$ cat src/hdl/mode_cfg_pkg.sv
// constants for the serializer mode and general configuration register bank
// assumes a 10 MHz register clock and an i2c engine that presents byte accesses
package mode_cfg_pkg;

  // ------------------------------------------------------------
  // register offsets and fields
  // ------------------------------------------------------------
  localparam logic [7:0] GEN_CFG_ADDR = 8'h02;
  localparam logic [7:0] MODE_SELECT_ADDR = 8'h03;
  localparam int CRC_EN_BIT = 1;
  localparam int I2C_LVL_BIT = 0;
  localparam int MODE_OVERRIDE_BIT = 4;
  localparam int MODE_DONE_BIT = 3;
  localparam int MODE_MSB = 2;
  localparam logic CRC_EN_RESET = 1'b1;
  localparam logic MODE_OVERRIDE_RESET = 1'b0;

  // ------------------------------------------------------------
  // mode codes
  // ------------------------------------------------------------
  localparam logic [2:0] MODE_CSI_SYNC = 3'h0;
  localparam logic [2:0] MODE_RESERVED = 3'h1;
  localparam logic [2:0] MODE_CSI_EXT_CLK = 3'h2;
  localparam logic [2:0] MODE_CSI_ALWAYS_ON_CLK = 3'h3;
  localparam logic [2:0] MODE_PAR_VIDEO = 3'h5;

  // ------------------------------------------------------------
  // strap settle timing
  // ------------------------------------------------------------
  localparam int CLK_PERIOD_NS = 100;
  localparam int MODE_SETTLE_NS = 400;
  localparam logic [2:0] MODE_SETTLE_CYCLES =
    3'((MODE_SETTLE_NS + CLK_PERIOD_NS - 1) / CLK_PERIOD_NS);

  typedef enum logic [1:0] {
    LATCH_WAIT = 2'b01,
    LATCH_DONE = 2'b10
  } latch_state_t;

endpackage

$ cat src/hdl/serializer_mode_config_regs.sv
// general configuration low bits and forward channel mode select registers
// assumes an i2c slave engine giving byte-wide read and write strobes
`timescale 1ns/1ps
`default_nettype none
module serializer_mode_config_regs (
  input wire logic mclk_in,
  input wire logic arst_n_in,
  input wire logic [2:0] mode_strap_in,
  input wire logic address_strap_pin_in,
  input wire logic [7:0] reg_addr_in,
  input wire logic reg_wr_in,
  input wire logic [7:0] reg_wdata_in,
  input wire logic reg_rd_in,
  output logic [7:0] reg_rdata_out,
  output logic crc_tx_enable_out,
  output logic i2c_level_1v8_out,
  output logic [2:0] mode_out,
  output logic mode_latched_out,
  output logic csi_sync_mode_out,
  output logic csi_ext_clk_mode_out,
  output logic csi_always_on_clk_mode_out,
  output logic parallel_video_mode_out
);
  import mode_cfg_pkg::*;

  logic crc_en_q;
  logic lvl_q;
  logic ov_q;
  logic [2:0] mode_reg_q;
  logic [7:0] rdata_q;
  logic [2:0] mode_q;
  logic sync_q, ext_q, on_q, par_q;
  logic [2:0] strap_mode;
  logic strap_level;
  logic capture;
  logic latched;

  // ------------------------------------------------------------
  // strap capture
  // ------------------------------------------------------------
  mode_strap_latch u_latch (
    .mclk_in(mclk_in),
    .arst_n_in(arst_n_in),
    .mode_strap_in(mode_strap_in),
    .address_strap_pin_in(address_strap_pin_in),
    .strap_mode_out(strap_mode),
    .strap_level_out(strap_level),
    .capture_out(capture),
    .latched_out(latched)
  );

  // ------------------------------------------------------------
  // decode
  // ------------------------------------------------------------
  wire logic gen_wr = reg_wr_in && (reg_addr_in == GEN_CFG_ADDR);
  wire logic mode_wr = reg_wr_in && (reg_addr_in == MODE_SELECT_ADDR);
  wire logic mode_field_wr = mode_wr && ov_q;
  wire logic [2:0] mode_eff = ov_q ? mode_reg_q : strap_mode;
  wire logic [7:0] gen_rd = {6'h00, crc_en_q, lvl_q};
  wire logic [7:0] mode_rd = {3'h0, ov_q, latched, mode_eff};
  wire logic [7:0] rd_mux = (reg_addr_in == GEN_CFG_ADDR) ? gen_rd :
                            (reg_addr_in == MODE_SELECT_ADDR) ? mode_rd : 8'h00;
  wire logic [7:0] rdata_d = reg_rd_in ? rd_mux : rdata_q;

  // ------------------------------------------------------------
  // registers
  // ------------------------------------------------------------
  always_ff @(posedge mclk_in or negedge arst_n_in) begin
    if (!arst_n_in) begin
      crc_en_q <= CRC_EN_RESET;
      lvl_q <= 1'b0;
      ov_q <= MODE_OVERRIDE_RESET;
      mode_reg_q <= 3'h0;
      rdata_q <= 8'h00;
    end else begin
      if (gen_wr) crc_en_q <= reg_wdata_in[CRC_EN_BIT];
      if (capture) lvl_q <= strap_level;
      else if (gen_wr) lvl_q <= reg_wdata_in[I2C_LVL_BIT];
      if (mode_wr) ov_q <= reg_wdata_in[MODE_OVERRIDE_BIT];
      if (capture) mode_reg_q <= strap_mode;
      else if (mode_field_wr) mode_reg_q <= reg_wdata_in[MODE_MSB:0];
      rdata_q <= rdata_d;
    end
  end

  // ------------------------------------------------------------
  // mode outputs
  // ------------------------------------------------------------
  always_ff @(posedge mclk_in or negedge arst_n_in) begin
    if (!arst_n_in) begin
      mode_q <= 3'h0;
      sync_q <= 1'b0;
      ext_q <= 1'b0;
      on_q <= 1'b0;
      par_q <= 1'b0;
    end else begin
      mode_q <= mode_eff;
      sync_q <= latched && (mode_eff == MODE_CSI_SYNC);
      ext_q <= latched && (mode_eff == MODE_CSI_EXT_CLK);
      on_q <= latched && (mode_eff == MODE_CSI_ALWAYS_ON_CLK);
      par_q <= latched && (mode_eff == MODE_PAR_VIDEO);
    end
  end

  assign reg_rdata_out = rdata_q;
  assign crc_tx_enable_out = crc_en_q;
  assign i2c_level_1v8_out = lvl_q;
  assign mode_out = mode_q;
  assign mode_latched_out = latched;
  assign csi_sync_mode_out = sync_q;
  assign csi_ext_clk_mode_out = ext_q;
  assign csi_always_on_clk_mode_out = on_q;
  assign parallel_video_mode_out = par_q;

  // ------------------------------------------------------------
  // check helpers
  // ------------------------------------------------------------
  logic [2:0] since_release_q;
  always_ff @(posedge mclk_in or negedge arst_n_in) begin
    if (!arst_n_in) begin
      since_release_q <= 3'h0;
    end else if (since_release_q != 3'h7) begin
      since_release_q <= since_release_q + 3'h1;
    end
  end
endmodule
`default_nettype wire

$ cat src/hdl/mode_strap_latch.sv
// strap capture after power-down release
// assumes straps are stable and synchronous to the register clock
`timescale 1ns/1ps
`default_nettype none
module mode_strap_latch (
  input wire logic mclk_in,
  input wire logic arst_n_in,
  input wire logic [2:0] mode_strap_in,
  input wire logic address_strap_pin_in,
  output logic [2:0] strap_mode_out,
  output logic strap_level_out,
  output logic capture_out,
  output logic latched_out
);
  import mode_cfg_pkg::*;

  latch_state_t state_q;
  logic [2:0] cnt_q;
  wire logic settle_end = (cnt_q == MODE_SETTLE_CYCLES - 3'h1);

  // ------------------------------------------------------------
  // settle counter then one capture
  // ------------------------------------------------------------
  always_ff @(posedge mclk_in or negedge arst_n_in) begin
    if (!arst_n_in) begin
      state_q <= LATCH_WAIT;
      cnt_q <= 3'h0;
      capture_out <= 1'b0;
      latched_out <= 1'b0;
      strap_mode_out <= 3'h0;
      strap_level_out <= 1'b0;
    end else begin
      capture_out <= 1'b0;
      case (state_q)
        LATCH_WAIT: begin
          if (settle_end) begin
            state_q <= LATCH_DONE;
            strap_mode_out <= mode_strap_in;
            strap_level_out <= address_strap_pin_in;
            capture_out <= 1'b1;
            latched_out <= 1'b1;
          end else begin
            cnt_q <= cnt_q + 3'h1;
          end
        end
        LATCH_DONE: begin
          state_q <= LATCH_DONE;
        end
        default: begin
          state_q <= LATCH_WAIT;
        end
      endcase
    end
  end
endmodule
`default_nettype wire

$ cat config.mk
export PLATFORM = sky130hd
export DESIGN_NAME = serializer_mode_config_regs
export DESIGN_NICKNAME = d
export VERILOG_FILES = /design/src/hdl/mode_cfg_pkg.sv /design/src/hdl/serializer_mode_config_regs.sv /design/src/hdl/mode_strap_latch.sv
export SDC_FILE = /design/constraint.sdc
export NUM_CORES = 1
export LEC_CHECK = 0
export BUFFER_PORTS_ARGS = -buffer_cell sky130_fd_sc_hd__buf_2
export CAP_MARGIN = 20
export CORE_MARGIN = 2
export CORE_UTILIZATION = 49
export DETAILED_ROUTE_END_ITERATION = 6
export GPL_ROUTABILITY_DRIVEN = 0
export PLACE_DENSITY = 0.77
export RECOVER_POWER = 100
export SLEW_MARGIN = 20
export SYNTH_ARGS = -nofsm -noshare
export SYNTH_HDL_FRONTEND = slang
export SYNTH_SLANG_ARGS = --single-unit
$ cat constraint.sdc
create_clock -name mclk_in -period 1.9 [get_ports mclk_in]
set_input_delay 0 -clock mclk_in [delete_from_list [all_inputs] [get_ports mclk_in]]
set_output_delay 0 -clock mclk_in [all_outputs]
set_load 0.05 [all_outputs]
==> results.md <==
- Status: finished clean
- Total number of vias: roughly 1000
- Synth Area in Adders: 0.0285
- Reg2reg setup slack: about 0.39 ns
- Drt pass-1 iters: 4
- Critical Path AT: roughly 1.7 ns
- Commonest non-fill, non-tap cell in the layout: dfrtp_1
- WP buf/inv: 0
- Max-Cap Viols: 0
- Power Total: about 1200 uW
- Syn-to-layout area delta: 22.4%
- Final net count: ~190
- Met1 Usage GRT: 0.221
- H-tree Lvls: 2
- Period Utilization, post-route: 0.797
- Average wire per standard cell: roughly 14 um
- Global-route met3 utilization: 0.0581
- Hpwl dp: 1.85 mm
- Die Span Y: between 50 and 60 um
- Psw: 326 uW
- Crit path capture type: register
- Syn Inst Count: about 120
- Layout cells sized above 1: 0.179
- Post-Place Setup Slack: 0.387 ns
- Worst VDD drop: ~0.53 mV
- Power Density: between 700 and 800 nW/um2
- Total grt overflow: 0
- Global-route wire length before repair: around 4.5 mm
- Worst Path Max Fanout: 7
- Ant diodes: 0
- Final hold slack: around 0.086 ns
- Max incr delay on CP: approximately 0.41 ns
- Most frequent cells in the layout: dfrtp_1, buf_2, clkbuf_1
- Post-synthesis mux area share: 0.0923
- Clk root buf: clkbuf_4
- Synth Area in Simple Gates: 0.151
- Mean post-synth cell area: ~11 um2
- Yosys reg bits: 29
- CTS max path bufs: 2
- Syn. warnings: 0
- Worst-margin pin slew: about 0.90 ns
- Crit path max-delay family: flip-flops
- Net Sw Frac: 0.266
- Total CTS buffers: 5
- Fin crit period: 1.51 ns
- Setup violators final: 0
- FMAX: 0.660 GHz
- Vias in the first global route: 1033
- Clock transition at the registers of the reported paths: around 0.10 ns
- Avg Vias per Cell: around 5.2
- Hold crit path type: in -> reg
- Combinational cell fraction of total power: 0.121
- Initial antenna violation count: 0
- Core Area: 2500 um2
- Final hold vios: 0
- Largest net degree at the start of global routing: 30
- Data required time of the worst path: around 2.1 ns
- P_leak: around 0.00073 uW
- Synth Area in Compound Gates: 0.104
- Clock tree sinks: 29
- Yosys cell types: 33
- Die width: around 56 um
- Sequential power share: 0.531
- Max_slew headroom: 0.395
- Storage element area: approximately 730 um2
- Multi-input gate area: 494 um2
- Layer carrying the most global-route usage: met2
- Die area: between 3000 and 4000 um2
- Post-Route WL: 2.60 mm
- FP Rows: 18
- CP cell instances: ha_1 > ha_1 > nand2b_1 > mux2_1
- Post-DRT Antenna Nets: 0
- Setup Crit Path Kind: reg -> reg
- I/O Buffers: 34
- Worst skew pair latency: just over 0.3 ns
- Area post-placement: between 1000 and 1500 um2
- Final worst setup slack: slightly below 0.4 ns
- Internal: approximately 900 uW
- TritonCTS clock tree: built
- Number of DRC markers in iteration 0: 16
- Final non-filler cell area: 1610 um2
- Initial Util: 0.526
- Largest family of logic cells by synthesized area: simple AND/OR/NAND/NOR gates
- Area of the mapped netlist: roughly 1300 um2
- Crit path launch type: register
- Xor/xnor cell area share of the yosys netlist: 0.00666
- GRT Total Usage: 0.182
- Worst-case clock skew: approximately 0.0041 ns
- Crit-path slowest cell: dfrtp_1
- Fin. max-slew vios: 0
- DRC violations left: 0
- Sum Neg Setup Slack: 0 ns
- FILL cells: around 220
- CP most frequent cell: ha_1
- Clock share of power: 0.348
- Sequential area share after synthesis: 0.554
- Met2 track demand over resource: 0.310
- Io pins: 42
- RSZ-0062 raised after global routing: false
==> worst paths after layout <==
check                                             startpoint                             to  cells past startpoint
worst max-delay path            u_latch.cnt_q[0]$_DFFE_PN0P_   u_latch.cnt_q[1]$_DFFE_PN0P_                      4
worst min-delay path                          reg_addr_in[1]   reg_rdata_out[4]$_DFFE_PN0P_                      3
worst max register to register  u_latch.cnt_q[0]$_DFFE_PN0P_   u_latch.cnt_q[1]$_DFFE_PN0P_                      4
worst min register to register  u_latch.cnt_q[2]$_DFFE_PN0P_   u_latch.cnt_q[2]$_DFFE_PN0P_                      2
max in group asynchronous                          arst_n_in  i2c_level_1v8_out$_DFFE_PN0P_                      2
min in group asynchronous                          arst_n_in   reg_rdata_out[1]$_DFFE_PN0P_                      2
==> metrics by stage <==
step | std cells | utilization
global placement | 176 | 0.600
finish | 192 | 0.644
CTS | 192 | 0.660
global route | 192 | 0.644
floorplan | 117 | -
detailed placement | 176 | 0.600
==> routing by layer <==
layer	vias up	routed length [um]
met5	-	0
met4	0	14
met3	2	121
met2	26	1300
met1	479	1160
li1	494	-
==> sequential cells by signal (all words and copies together) (netlist names) <==
name and count:
reg_rdata_out 5, mode_out 3, mode_reg_q 3, u_latch.cnt_q 3
u_latch.strap_mode_out 3, u_latch.state_q 2, crc_tx_enable_out 1, csi_always_on_clk_mode_out 1
csi_ext_clk_mode_out 1, csi_sync_mode_out 1, i2c_level_1v8_out 1, ov_q 1
parallel_video_mode_out 1, u_latch.capture_out 1, u_latch.latched_out 1, u_latch.strap_level_out 1
==> repair_timing <==
| item | 4_1_cts | 5_1_grt |
|---|---|---|
| hold buffers | 8 | 0 |
| gates resized for setup | 0 | 0 |
| endpoints found under the hold margin | 38 | 0 |
| setup buffers | 0 | 0 |
==> cells in the mapped netlist <==
cell      count  area [um2]
xnor2_1       1        8.76
mux2_2        1        11.3
nor3_1        3        15.0
nand2_1       5        18.8
and4bb_1      1        12.5
nor4_4        1        21.3
nor2b_1       4        25.0
or4_4         1        11.3
a31oi_1       3        18.8
o32ai_1       5        43.8
or4bb_1       1        11.3
nor2_1        8        30.0
nand3_1       1        5.00
nor3_2        1        10.0
inv_2         2        7.51
nand4_1       1        6.26
a21oi_1       5        25.0
dfstp_2       2        52.6
conb_1        1        3.75
nor3b_1       1        7.51
nand2b_1      1        6.26
buf_4         3        22.5
buf_2         1        5.00
inv_1        11        41.3
dfrtp_1      27         676
o21ai_1       2        10.0
o31ai_1       4        30.0
clkbuf_1      1        3.75
mux2_1        8        90.1
a41oi_1       1        8.76
mux2i_1       2        20.0
and3_1        3        18.8
ha_1          3        37.5
==> cell families after synthesis <==
| logic type | count (synthesis) |
|---|---|
| AOI/OAI and AO/OA | 20 |
| xor gates and xnor gates | 1 |
| adders and majority gates | 3 |
| buffers and inverters | 18 |
| DFF | 29 |
| muxes | 11 |
| other | 1 |
| and+or+nand+nor | 32 |
==> worst register-to-register path, stage by stage (launching register included) <==
cell and delay (ns):
dfrtp_1 0.41, ha_1 0.20, ha_1 0.18, nand2b_1 0.26, mux2_1 0.35
==> power groups by stage <==
stage	clock [uW]	combinational, uW	sequential [uW]
2_1_floorplan	0	55.7	695
3_3_place_gp	0	140	661
3_5_place_dp	0	143	662
4_1_cts	434	156	650
5_1_grt	459	161	653
6_report	425	148	650
==> area by class of cell <==
type / count / share of cell area
clock buffer: 7 / 0.0404
sequential: 29 / 0.453
multi-input combinational: 70 / 0.307
clock inverter: 1 / 0.00311
inverter: 13 / 0.0303
timing repair buffer: 42 / 0.143
tap: 30 / 0.0233
(Power assumes the default switching activity.)
